--- config.mk ---
export PLATFORM = sky130hd
export DESIGN_NAME = srr_status_reporter
export DESIGN_NICKNAME = d
export VERILOG_FILES = /design/src/rtl/srr_pkg.sv /design/src/rtl/srr_status_reporter.sv
export SDC_FILE = /design/constraint.sdc
export NUM_CORES = 1
export LEC_CHECK = 0
export BUFFER_PORTS_ARGS = -buffer_cell sky130_fd_sc_hd__buf_2
export CAP_MARGIN = 30
export CORE_ASPECT_RATIO = 1.5
export CORE_UTILIZATION = 50
export DETAILED_ROUTE_END_ITERATION = 8
export PLACE_DENSITY_LB_ADDON = 0.08
export SKIP_LAST_GASP = 1
export SYNTH_ARGS = -nofsm -noshare
export SYNTH_HDL_FRONTEND = slang
export SYNTH_SLANG_ARGS = --single-unit
--- constraint.sdc ---
create_clock -name core_clk_i -period 4.6 [get_ports core_clk_i]
set_input_delay 0.92 -clock core_clk_i [delete_from_list [all_inputs] [get_ports core_clk_i]]
set_output_delay 0.92 -clock core_clk_i [all_outputs]
set_load 0.02 [all_outputs]
--- src/rtl/srr_pkg.sv ---
// Constants, types and register map of the service request status reporter.
// Assumes a classic Wishbone master with 32-bit data on the register side.
package srr_pkg;
   // ****************************************
   // Register map
   // ****************************************
   localparam logic [7:0] OFS_ENABLE = 8'h00;
   localparam logic [7:0] OFS_POST = 8'h04;
   localparam logic [7:0] OFS_STATUS = 8'h08;
   localparam logic [7:0] OFS_POLL = 8'h0C;
   localparam logic [7:0] OFS_EVQ = 8'h10;
   localparam logic [7:0] OFS_COUNT = 8'h14;
   localparam logic [7:0] OFS_ENQ = 8'h18;
   localparam logic [7:0] OFS_MODE = 8'h1C;
   // Enable bit positions, in the order of the combined settings read
   localparam int EN_GLOBAL = 0;
   localparam int EN_CMD = 1;
   localparam int EN_EXE = 2;
   localparam int EN_INT = 3;
   localparam int EN_WARN = 4;
   localparam int EN_OPC = 5;
   localparam int EN_USER = 6;
   localparam int EN_PID = 7;
   localparam logic [7:0] EN_RESET = 8'hFF;
   localparam logic [4:0] MODE_RESET = 5'h00;
   // Post register fields
   localparam int POST_CODE_LSB = 0;
   localparam int POST_CLS_LSB = 16;
   // ****************************************
   // Status bytes and event codes
   // ****************************************
   localparam logic [7:0] SB_FATAL = 8'hA3;
   localparam logic [7:0] SB_POWER_ON = 8'h41;
   localparam logic [7:0] SB_CMD_ERR = 8'h21;
   localparam logic [7:0] SB_USER = 8'h43;
   localparam logic [7:0] SB_EXE_ERR = 8'h22;
   localparam logic [7:0] SB_INT_ERR = 8'h23;
   localparam logic [7:0] SB_EXE_WARN = 8'h25;
   localparam logic [7:0] SB_INT_WARN = 8'h26;
   localparam logic [7:0] SB_OP_DONE = 8'h02;
   localparam logic [7:0] SB_NONE = 8'h00;
   localparam logic [7:0] SB_RQ_BIT = 8'h40;
   localparam logic [7:0] SB_BUSY_BIT = 8'h10;
   localparam logic [1:0] PRIO_HIGH = 2'h1;
   localparam logic [1:0] PRIO_MID = 2'h2;
   localparam logic [1:0] PRIO_LOW = 2'h3;
   localparam logic [9:0] EV_POWER_ON = 10'h191;
   localparam logic [9:0] EV_SRQ_PEND = 10'h1CB;
   localparam int EV_TOTAL = 40;
   localparam int EV_LIFO_DEPTH = EV_TOTAL - 1;

   typedef enum logic [3:0] {
      CLS_NONE = 4'h0, CLS_FATAL = 4'h1, CLS_POWER_ON = 4'h2, CLS_CMD_ERR = 4'h3,
      CLS_USER = 4'h4, CLS_EXE_ERR = 4'h5, CLS_INT_ERR = 4'h6, CLS_EXE_WARN = 4'h7,
      CLS_INT_WARN = 4'h8, CLS_OP_DONE = 4'h9, CLS_PROBE_ID = 4'hA
   } srr_class_t;

   typedef struct packed {
      logic cyc;
      logic stb;
      logic we;
      logic [7:0] adr;
      logic [3:0] sel;
      logic [31:0] dat;
   } srr_wb_req_t;

   typedef struct packed {
      logic ack;
      logic [31:0] dat;
   } srr_wb_rsp_t;

   typedef struct packed {
      logic [1:0] prio;
      logic [9:0] code;
   } srr_event_t;
endpackage

--- src/rtl/srr_status_reporter.sv ---
// Service request status reporter: status byte path, event code store and
// request enables, reached over a classic Wishbone slave.
// Assumes one synchronous master on core_clk_i; events other than the power-on event are posted by writes.
//
// Decided for this implementation: the Wishbone register port and the register offsets.
`timescale 1ns/10ps
module srr_status_reporter #(
   parameter int LIFO_DEPTH = srr_pkg::EV_LIFO_DEPTH
) (
   input wire logic core_clk_i,
   input wire logic nrst_i,
   input wire srr_pkg::srr_wb_req_t wb_req_i,
   output srr_pkg::srr_wb_rsp_t wb_rsp_o,
   output logic srq_o,
   output logic halted_o
);
   import srr_pkg::*;

   localparam int CW = $clog2(LIFO_DEPTH + 1);

   // ****************************************
   // Class decoding
   // ****************************************
   function automatic logic [7:0] sb_value(input srr_class_t c, input logic rq,
                                           input logic busy);
      logic [7:0] v;
      v = SB_NONE;
      case (c)
         CLS_FATAL: v = SB_FATAL;
         CLS_POWER_ON: v = SB_POWER_ON;
         CLS_CMD_ERR: v = SB_CMD_ERR;
         CLS_USER, CLS_PROBE_ID: v = SB_USER;
         CLS_EXE_ERR: v = SB_EXE_ERR;
         CLS_INT_ERR: v = SB_INT_ERR;
         CLS_EXE_WARN: v = SB_EXE_WARN;
         CLS_INT_WARN: v = SB_INT_WARN;
         CLS_OP_DONE: v = SB_OP_DONE;
         default: v = SB_NONE;
      endcase
      // Power-on and user bytes carry a fixed request bit
      if (rq && c != CLS_POWER_ON && c != CLS_USER && c != CLS_PROBE_ID && c != CLS_NONE) begin
         v = v | SB_RQ_BIT;
      end
      if (busy) begin
         v = v | SB_BUSY_BIT;
      end
      return v;
   endfunction

   function automatic logic [1:0] cls_prio(input srr_class_t c);
      logic [1:0] p;
      case (c)
         CLS_FATAL, CLS_POWER_ON: p = PRIO_HIGH;
         CLS_NONE: p = PRIO_LOW;
         default: p = PRIO_MID;
      endcase
      return p;
   endfunction

   function automatic logic cls_enabled(input srr_class_t c, input logic [7:0] en);
      logic e;
      case (c)
         CLS_FATAL, CLS_POWER_ON: e = 1'b1;
         CLS_CMD_ERR: e = en[EN_GLOBAL] & en[EN_CMD];
         CLS_EXE_ERR: e = en[EN_GLOBAL] & en[EN_EXE];
         CLS_INT_ERR: e = en[EN_GLOBAL] & en[EN_INT];
         CLS_EXE_WARN: e = en[EN_GLOBAL] & en[EN_WARN];
         CLS_INT_WARN: e = en[EN_GLOBAL];
         CLS_OP_DONE: e = en[EN_GLOBAL] & en[EN_OPC];
         CLS_USER: e = en[EN_GLOBAL] & en[EN_USER];
         CLS_PROBE_ID: e = en[EN_GLOBAL] & en[EN_PID];
         default: e = 1'b0;
      endcase
      return e;
   endfunction

   // ****************************************
   // Bus decode
   // ****************************************
   srr_wb_rsp_t rsp_ff;
   logic [7:0] en_ff;
   logic [4:0] mode_ff;
   logic [2:0] enq_sel_ff;
   logic po_done_ff;
   logic fatal_ff;
   logic srq_ff;
   logic polled_ff;
   logic [7:0] cur_sb_ff;
   logic [7:0] pend_sb_ff;
   logic [1:0] pend_sb_prio_ff;
   logic pend_sb_req_ff;
   logic pend_sb_v_ff;
   logic cur_ev_v_ff;
   logic [9:0] cur_ev_ff;
   logic pend_ev_v_ff;
   srr_event_t pend_ev_ff;
   srr_event_t lifo_ff [LIFO_DEPTH];
   logic [CW-1:0] lifo_cnt_ff;

   logic acc, wr, rd, wr_ok, post, poll, query, q_early, busy;
   logic new_ev, ev_in, sb_in, fatal_new, new_req;
   srr_class_t new_cls;
   logic [9:0] new_code;
   logic [1:0] new_prio;
   logic [7:0] new_sb;

   // Accesses wait until the power-on event has been posted
   assign acc = wb_req_i.cyc & wb_req_i.stb & ~rsp_ff.ack & po_done_ff;
   assign wr = acc & wb_req_i.we;
   assign rd = acc & ~wb_req_i.we;
   assign wr_ok = wr & ~fatal_ff;
   assign post = wr_ok & (wb_req_i.adr == OFS_POST) & (&wb_req_i.sel[2:0]);
   assign poll = rd & (wb_req_i.adr == OFS_POLL);
   assign query = rd & ~fatal_ff & (wb_req_i.adr == OFS_EVQ);
   assign q_early = srq_ff & ~polled_ff;
   assign busy = |mode_ff;

   assign new_ev = post | ~po_done_ff;
   assign new_cls = po_done_ff ? srr_class_t'(wb_req_i.dat[POST_CLS_LSB +: 4]) : CLS_POWER_ON;
   assign new_code = po_done_ff ? wb_req_i.dat[POST_CODE_LSB +: 10] : EV_POWER_ON;
   assign new_prio = cls_prio(new_cls);
   assign new_sb = sb_value(new_cls, en_ff[EN_GLOBAL], busy);
   assign new_req = cls_enabled(new_cls, en_ff);
   assign fatal_new = new_ev & ~fatal_ff & (new_cls == CLS_FATAL);
   assign sb_in = new_ev & ~fatal_ff & (new_cls != CLS_NONE) & ~fatal_new;
   // Masked classes still record their code
   assign ev_in = sb_in;

   // ****************************************
   // Software settings
   // ****************************************
   always_ff @(posedge core_clk_i or negedge nrst_i) begin
      if (!nrst_i) begin
         en_ff <= EN_RESET;
         mode_ff <= MODE_RESET;
         enq_sel_ff <= 3'h0;
      end else if (wr_ok && wb_req_i.sel[0]) begin
         if (wb_req_i.adr == OFS_ENABLE) begin
            en_ff <= wb_req_i.dat[7:0];
         end
         if (wb_req_i.adr == OFS_MODE) begin
            mode_ff <= wb_req_i.dat[4:0];
         end
         if (wb_req_i.adr == OFS_ENQ) begin
            enq_sel_ff <= wb_req_i.dat[2:0];
         end
      end
   end

   always_ff @(posedge core_clk_i or negedge nrst_i) begin
      if (!nrst_i) begin
         po_done_ff <= 1'b0;
         polled_ff <= 1'b0;
      end else begin
         po_done_ff <= 1'b1;
         if (poll) begin
            polled_ff <= 1'b1;
         end else if (query) begin
            polled_ff <= 1'b0;
         end
      end
   end

   // ****************************************
   // Status byte path
   // ****************************************
   always_ff @(posedge core_clk_i or negedge nrst_i) begin
      if (!nrst_i) begin
         cur_sb_ff <= SB_NONE;
         srq_ff <= 1'b0;
         fatal_ff <= 1'b0;
         pend_sb_ff <= SB_NONE;
         pend_sb_prio_ff <= PRIO_LOW;
         pend_sb_req_ff <= 1'b0;
         pend_sb_v_ff <= 1'b0;
      end else if (fatal_new) begin
         // Straight to the interface, request regardless of enables
         cur_sb_ff <= sb_value(CLS_FATAL, en_ff[EN_GLOBAL], busy);
         srq_ff <= 1'b1;
         fatal_ff <= 1'b1;
         pend_sb_v_ff <= 1'b0;
      end else if (sb_in) begin
         if (!srq_ff) begin
            cur_sb_ff <= new_sb;
            srq_ff <= new_req;
         end else if (!pend_sb_v_ff || new_prio < pend_sb_prio_ff) begin
            pend_sb_ff <= new_sb;
            pend_sb_prio_ff <= new_prio;
            pend_sb_req_ff <= new_req;
            pend_sb_v_ff <= 1'b1;
         end
      end else if (poll) begin
         srq_ff <= pend_sb_v_ff & pend_sb_req_ff & ~fatal_ff;
         if (pend_sb_v_ff && !fatal_ff) begin
            cur_sb_ff <= pend_sb_ff;
         end
         pend_sb_v_ff <= 1'b0;
      end
   end

   // ****************************************
   // Event code path
   // ****************************************
   logic push, pop;
   srr_event_t push_ev, new_event;
   assign new_event = '{prio: new_prio, code: new_code};

   always_comb begin
      push = 1'b0;
      pop = 1'b0;
      push_ev = new_event;
      if (ev_in) begin
         if (!en_ff[EN_GLOBAL]) begin
            push = 1'b1;
         end else if (cur_ev_v_ff && pend_ev_v_ff) begin
            push = 1'b1;
            if (new_prio < pend_ev_ff.prio) begin
               push_ev = pend_ev_ff;
            end
         end
      end else if ((query && !q_early) || (poll && polled_ff && !fatal_ff)) begin
         pop = (lifo_cnt_ff != '0);
      end
   end

   always_ff @(posedge core_clk_i or negedge nrst_i) begin
      if (!nrst_i) begin
         cur_ev_v_ff <= 1'b0;
         cur_ev_ff <= 10'h000;
         pend_ev_v_ff <= 1'b0;
         pend_ev_ff <= '0;
      end else if (ev_in && en_ff[EN_GLOBAL]) begin
         if (!cur_ev_v_ff) begin
            cur_ev_v_ff <= 1'b1;
            cur_ev_ff <= new_code;
         end else if (!pend_ev_v_ff || new_prio < pend_ev_ff.prio) begin
            pend_ev_v_ff <= 1'b1;
            pend_ev_ff <= new_event;
         end
      end else if (query && !q_early) begin
         if (pend_ev_v_ff) begin
            cur_ev_v_ff <= 1'b1;
            cur_ev_ff <= pend_ev_ff.code;
            pend_ev_v_ff <= pop;
            pend_ev_ff <= lifo_ff[0];
         end else begin
            cur_ev_v_ff <= pop;
            cur_ev_ff <= lifo_ff[0].code;
         end
      end else if (poll && polled_ff && !fatal_ff) begin
         // Second poll: the pending code belongs to a lost status byte
         pend_ev_v_ff <= pop;
         pend_ev_ff <= lifo_ff[0];
      end
   end

   // Newest entry at index 0; the oldest falls off the far end
   genvar gi;
   generate
      for (gi = 0; gi < LIFO_DEPTH; gi++) begin : g_lifo
         always_ff @(posedge core_clk_i or negedge nrst_i) begin
            if (!nrst_i) begin
               lifo_ff[gi] <= '0;
            end else if (push) begin
               lifo_ff[gi] <= (gi == 0) ? push_ev : lifo_ff[(gi == 0) ? 0 : gi - 1];
            end else if (pop) begin
               lifo_ff[gi] <= (gi == LIFO_DEPTH - 1) ? '0 : lifo_ff[(gi == LIFO_DEPTH - 1) ? gi : gi + 1];
            end
         end
      end
   endgenerate

   always_ff @(posedge core_clk_i or negedge nrst_i) begin
      if (!nrst_i) begin
         lifo_cnt_ff <= '0;
      end else if (push && lifo_cnt_ff != CW'(LIFO_DEPTH)) begin
         lifo_cnt_ff <= lifo_cnt_ff + CW'(1);
      end else if (pop) begin
         lifo_cnt_ff <= lifo_cnt_ff - CW'(1);
      end
   end

   // ****************************************
   // Read data and answer
   // ****************************************
   logic [31:0] rd_data;
   always_comb begin
      rd_data = 32'h0000_0000;
      case (wb_req_i.adr)
         OFS_ENABLE: rd_data = {24'h00_0000, en_ff};
         OFS_STATUS: rd_data = {8'h00, pend_sb_ff, 5'h00, pend_sb_v_ff, fatal_ff, srq_ff,
                                cur_sb_ff};
         OFS_POLL: rd_data = {24'h00_0000, cur_sb_ff};
         OFS_EVQ: begin
            if (q_early) begin
               rd_data = {22'h00_0000, EV_SRQ_PEND};
            end else if (cur_ev_v_ff) begin
               rd_data = {22'h00_0000, cur_ev_ff};
            end
         end
         OFS_COUNT: rd_data = 32'(lifo_cnt_ff) + 32'(cur_ev_v_ff) + 32'(pend_ev_v_ff);
         OFS_ENQ: rd_data = {21'h00_0000, enq_sel_ff, 7'h00, en_ff[enq_sel_ff]};
         OFS_MODE: rd_data = {27'h000_0000, mode_ff};
         default: rd_data = 32'h0000_0000;
      endcase
      if (fatal_ff && wb_req_i.adr != OFS_POLL) begin
         rd_data = 32'h0000_0000;
      end
   end

   always_ff @(posedge core_clk_i or negedge nrst_i) begin
      if (!nrst_i) begin
         rsp_ff <= '0;
      end else begin
         rsp_ff.ack <= acc;
         if (rd) begin
            rsp_ff.dat <= rd_data;
         end
      end
   end

   always_ff @(posedge core_clk_i or negedge nrst_i) begin
      if (!nrst_i) begin
         srq_o <= 1'b0;
         halted_o <= 1'b0;
      end else begin
         srq_o <= srq_ff;
         halted_o <= fatal_ff;
      end
   end
   assign wb_rsp_o = rsp_ff;
endmodule // srr_status_reporter

# Yosys cells after proc, flatten, opt, wreduce, memory -nomap -nowiden
# Memory sizes are Yosys's and may differ from the RTL's.
# Cells that the tools add are included.
# op_classes
addsub	4
n_mux	138
shifts	0
reduce_logical	43
order_cmp	3
div	0
bitwise	32
n_mul	0
eq_ne	29
# ops
operator	count
$mux W12	88
$pmux W24 S7	1
$mux W10	7
$mux W8	5
$eq A8 B5 Y1 const B	4
$mux W32	1
$mux W1	26
$and A1 B1 Y1	25
$eq A4 B3 Y1 const B	4
$eq A8 B4 Y1 const B	2
$mux W7	2
$logic_and A1 B1 Y1	13
$eq A4 B4 Y1 const B	3
$mux W6	2
$reduce_and A3 Y1	4
$mux W5	2
$ne A3 B2 Y1 const B	3
$pmux W1 S9	1
$reduce_bool A3 Y1	3
$add A7 B1 Y8	1
$eq A4 B2 Y1 const B	2
$eq A8 B3 Y1 const B	1
$logic_not A8 Y1	1
$ne A8 B4 Y1 const B	1
other kinds (28)	47
# totals
mem_bits_ro	96
ff_bits	573
latch_bits	0
mem_bits_rw	0
inputBits	49
n_memories	1
out_inout_bits	35
elab_cells	350
# memory_table
name	depth	word_bits	read_ports	rd_clocked_by_memory_dff	wr	line_no	rtl
(no name shown)	16	6	1	0	0	srr_status_reporter.sv:28	case (c)

# Logic depth before layout (Yosys ltp)
# depth
ltp_word	16
ltp_mapped	12
mapped_depth_nobuf	11

# Worst setup path before layout
# No wires, ideal clock.
# synth_timing
path_type	input to register
start	in wb_req_i[41] (netlist bit)
end	reg lifo_cnt_ff[5]
setup_time_ps	78
arrival_ps	3939
path_slack_ps	583
stages	11
required_ps	4522
n_path_buf	0
path_cell_list	or4b_1 or4_4 a211oi_1 o31ai_1 ha_1 a211oi_1 o21bai_1 a21oi_1 mux2i_1 nor2_1 a21oi_1
# synth_via
elab_chain_cells	11
word_cells_on_any_way	23
cone_classes	3 x eq/ne; 4 x mux; 10 x bitwise; 6 x reduce/logical
# synth_rtl
element	line_no	rtl
from (decl)	srr_status_reporter.sv:12	input wire srr_pkg::srr_wb_req_t wb_req_i,
$eq A8 B3 Y1	srr_status_reporter.sv:112	assign post = wr_ok & (wb_req_i.adr == OFS_POST) & (&wb_req_i.sel[2:0]);
$and A1 B1 Y1 (2 in series)	srr_status_reporter.sv:112	
$or A1 B1 Y1	srr_status_reporter.sv:118	assign new_ev = post | ~po_done_ff;
$and A1 B1 Y1	srr_status_reporter.sv:124, srr_status_reporter.sv:125	
$and A1 B1 Y1	srr_status_reporter.sv:124	assign fatal_new = new_ev & ~fatal_ff & (new_cls == CLS_FATAL);
$not A1 Y1 (no source line)	-	
$and A1 B1 Y1	srr_status_reporter.sv:125	assign sb_in = new_ev & ~fatal_ff & (new_cls != CLS_NONE) & ~fatal_new;
$mux W1	srr_status_reporter.sv:212	if (ev_in) begin
$logic_and A1 B1 Y1	srr_status_reporter.sv:276	end else if (push && lifo_cnt_ff != CW'(LIFO_DEPTH)) begin
$mux W6 / $reduce_bool A2 Y1 (equally long branches)	-	
to (signal assigned)	srr_status_reporter.sv:277	lifo_cnt_ff <= lifo_cnt_ff + CW'(1);
to (signal assigned)	srr_status_reporter.sv:279	lifo_cnt_ff <= lifo_cnt_ff - CW'(1);
to (decl)	srr_status_reporter.sv:98	logic [CW-1:0] lifo_cnt_ff;
# Parallel ways exist; a longest one is shown, timed or not.
# A chain may end at the register's enable or synchronous reset.

# Worst setup path after layout
# layout_timing
start	reg po_done_ff
end	reg lifo_cnt_ff[5]
# layout_via
elab_chain_cells	13
word_cells_on_any_way	29
cone_classes	1 x eq/ne; 5 x mux; 16 x bitwise; 7 x reduce/logical
# layout_rtl
element	line_no	rtl
from (decl)	srr_status_reporter.sv:84	logic po_done_ff;
from (signal assigned)	srr_status_reporter.sv:152	po_done_ff <= 1'b0;
from (signal assigned)	srr_status_reporter.sv:155	po_done_ff <= 1'b1;
$and A1 B1 Y1	srr_status_reporter.sv:108	assign acc = wb_req_i.cyc & wb_req_i.stb & ~rsp_ff.ack & po_done_ff;
$and A1 B1 Y1	srr_status_reporter.sv:109	assign wr = acc & wb_req_i.we;
$and A1 B1 Y1	srr_status_reporter.sv:111	assign wr_ok = wr & ~fatal_ff;
$and A1 B1 Y1 (2 in series)	srr_status_reporter.sv:112	
$or A1 B1 Y1	srr_status_reporter.sv:118	
$and A1 B1 Y1	srr_status_reporter.sv:124, srr_status_reporter.sv:125	
$and A1 B1 Y1	srr_status_reporter.sv:124	
$not A1 Y1 (no source line)	-	
$and A1 B1 Y1	srr_status_reporter.sv:125	
$mux W1	srr_status_reporter.sv:212	
$logic_and A1 B1 Y1	srr_status_reporter.sv:276	
$mux W6 / $reduce_bool A2 Y1 (equally long branches)	-	
# Parallel ways exist; a longest one is shown, timed or not.

==> summary.txt <==
Slew headroom - 24.8%
H-tree depth - 2
crit path max fanout - 14
Diodes inserted - 0
leading area contributor after synthesis - dfrtp_1
Core Box Area - 51600 um2
Max Slew Vio Count - 0
GR Util All Layers - 22.6%
Post-synth EDFFs - 0
CTS Buf Count - 54
cts repair resizes - 0
initial drt markers - 1591
crit path time final - 3.69 ns
synthesized cell area - 26100 um2
first-pass GRT wire length - 99900 um
Final GP Congestion - 0.930
clk root buf - clkbuf_16
Least-Margin Pin Slew - 1.13 ns
crit path cell chain - nand4b_1 > or4_4 > a211oi_2 > o31ai_1 > ha_1 > a211oi_1 > o21bai_1 > a21oi_1 > mux2i_1 > nor2_1 > a21oi_1
Syn-to-layout area delta - 8.97%
largest net degree at the start of global routing - 223
Die Span X - 188 um
Gate Count Post-Synth - 3097
maximum clock rate - 271 MHz
Worst Setup End Kind - flip-flop
vias - 21100
Clock Pin Slew Worst Setup and Hold Paths - 0.06 ns
number of nets in the layout - 3061
Post-CTS Setup Inserts - 0
buffers added on ports - 50
CTS tree - yes
dpl cell area - 26700 um2
num rows - 102
Hold Crit Class - in2async
mux contribution to synthesized area - 2.54%
most frequent cells in the layout - nand2_1, dfrtp_1, nor2_1
design area - 28400 um2
share of layout cells above drive strength 1 - 7.85%
Top FF cell, synth - dfrtp_1
Fin Setup TNS - 0 ns
unrepaired setup endpoints after global routing - no
drt drc - 0
Die ar. - 53100 um2
share of the synthesized area in the top cell type - 52.5%
Final ANT Viol Nets - 0
synth unique cells - 71
Fin. Hold Viols - 0
clk sinks - 557
Synth Area in Compound Gates - 15.0%
io pins - 84
status - finished, final reports clean
Simple-Gate Fraction of Synth Area - 23.9%
final setup fails - 0
drt wl/cell - 16.0 um
Synth Register Bits - 557
Async SR Flop Fraction - 100%
Tcrit/Tclk final - 80.2%
Placed Cells - 3622
drt pass-1 iters - 6
grt total ovfl - 0
startpoint types - flip-flop
Mean Syn Cell Area - 8.41 um2
Detail Placement HPWL - 36100 um
Pleak - 12.6 nW
final core occ - 55.1%
final wirelength - 59500 um
max cap viols - 0
Cell Pwr Density - 441 nW/um2
Data required, critical path - 5.12 ns
largest family of logic cells by synthesized area - simple AND/OR/NAND/NOR gates
Post-Layout Cell Count - 3720
Synth area leaders - dfrtp_1, nand2_1, a31oi_1
Clk Latency, worst-skew pair - 0.60 ns
adder-cell share of the synthesized area - 0.538%
YS warnings - 0
largest stage delay on the critical path - 0.66 ns
most common library cell in the layout ignoring fill and taps - nand2_1
worst vdd rail ir drop - 0.000331 V
skew final - 0.0142 ns
sequential fraction of the synthesis area - 53.5%
xor-xnor portion of the synthesized cell area - 0.302%
critical path class - reg2reg
Critical Path AT - 4.21 ns
vias in the first global route - 19700
Vias per Instance - 5.67
CP dominant cell by count - a21oi_1
chip height - 282 um
antenna violations before repair - 0
Max stage delay cell, worst path - or4_4
CTS Hold Buffers Added - 0
Initial Util - 50.5%
CTS Buffer Depth - 3
Yosys cell counts, drive strengths merged (6+ instances only):
cell / n
mux2: 44
nor2: 485
o21ai: 34
a211oi: 11
nand3: 26
nand2: 1010
nor3: 9
inv: 10
nor2b: 6
o22ai: 10
nand4: 9
ha: 8
a22o: 11
dfrtp: 547
a31oi: 461
clkbuf: 186
buf: 63
a21oi: 36
or3: 6
nand2b: 13
dfstp: 10
mux2i: 12
worst paths after layout:
kind | startpoint | to | slack, ns | depth (start not counted)
worst max register to register | po_done_ff$_DFF_PN0_ | lifo_cnt_ff[5]$_DFFE_PN0P_ | 0.91 | 11
worst min register to register | wb_rsp_o[7]$_DFFE_PN0P_ | wb_rsp_o[7]$_DFFE_PN0P_ | 0.49 | 2
worst max-delay path | po_done_ff$_DFF_PN0_ | lifo_cnt_ff[5]$_DFFE_PN0P_ | 0.91 | 11
max in group asynchronous | nrst_i | wb_rsp_o[5]$_DFFE_PN0P_ | 3.23 | 2
min in group core_clk_i | wb_rsp_o[7]$_DFFE_PN0P_ | wb_rsp_o[7]$_DFFE_PN0P_ | 0.49 | 2
worst min-delay path | nrst_i | lifo_ff[311]$_DFFE_PN0P_ | 0.25 | 1
routing by layer:
metal / part of all wire [%] / routed length [um] / vias to the layer above / track usage (%)
met2: 51 / 30100 / 310 / 39.0
met3: 3.0 / 1760 / 89 / 2.89
met4: 2.6 / 1530 / 0 / 6.89
met1: 44 / 26100 / 10400 / 29.7
li1: - / - / 10300 / -
met5: 0 / 0 / - / 0
registers in the layout, indices dropped and copies added, names as in the netlist:
name and cells:
lifo_ff 468, wb_rsp_o 19, pend_ev_ff 12, cur_ev_ff 10
en_ff 8, cur_sb_ff 7, pend_sb_ff 7, lifo_cnt_ff 6
mode_ff 5, enq_sel_ff 3, pend_sb_prio_ff 2, cur_ev_v_ff 1
fatal_ff 1, halted_o 1, pend_ev_v_ff 1, pend_sb_req_ff 1
pend_sb_v_ff 1, po_done_ff 1, polled_ff 1, srq_ff 1
srq_o 1
cells by family after synthesis:
| logic type | after synthesis |
|---|---|
| compound gates | 608 |
| flops | 557 |
| simple gates | 1594 |
| buf+inv | 259 |
| fa+ha+maj | 10 |
| other cells | 2 |
| xor+xnor | 9 |
| mux | 58 |
report_power, final:
part / total (mW) / switching (mW) / internal [mW] / leakage [nW]
Combinational: 1.67 / 0.934 / 0.738 / 5.92
Sequential: 6.49 / 0.717 / 5.77 / 5.83
Clock: 4.36 / 1.93 / 2.43 / 0.846
worst max-delay path: cells and delay by family (launching register included):
| kind | cells | cell delay [ns] |
|---|---|---|
| compound gates | 6 | 1.31 |
| flops | 1 | 0.64 |
| simple gates | 3 | 1.09 |
| mux | 1 | 0.22 |
| fa+ha+maj | 1 | 0.36 |
area by class of cell:
cell class                 instances  area [um2]
multi-input combinational       2294       11100
fill                            4772       23200
sequential                       557       14000
timing repair buffer              85         748
clock buffer                      83        1590
clock inverter                    15         118
tap                              676         846
inverter                          10        37.5
through the flow:
stage	power, mW	hold slack (ns)	setup WS [ns]
finish	12.5	0.248	0.910
global route	13.3	0.259	0.729
CTS	12.7	0.245	0.915
detailed placement	8.27	0.463	0.301
global placement	8.15	0.459	0.263
floorplan	7.69	0.352	0.583
Power figures use the tool's default switching activity.
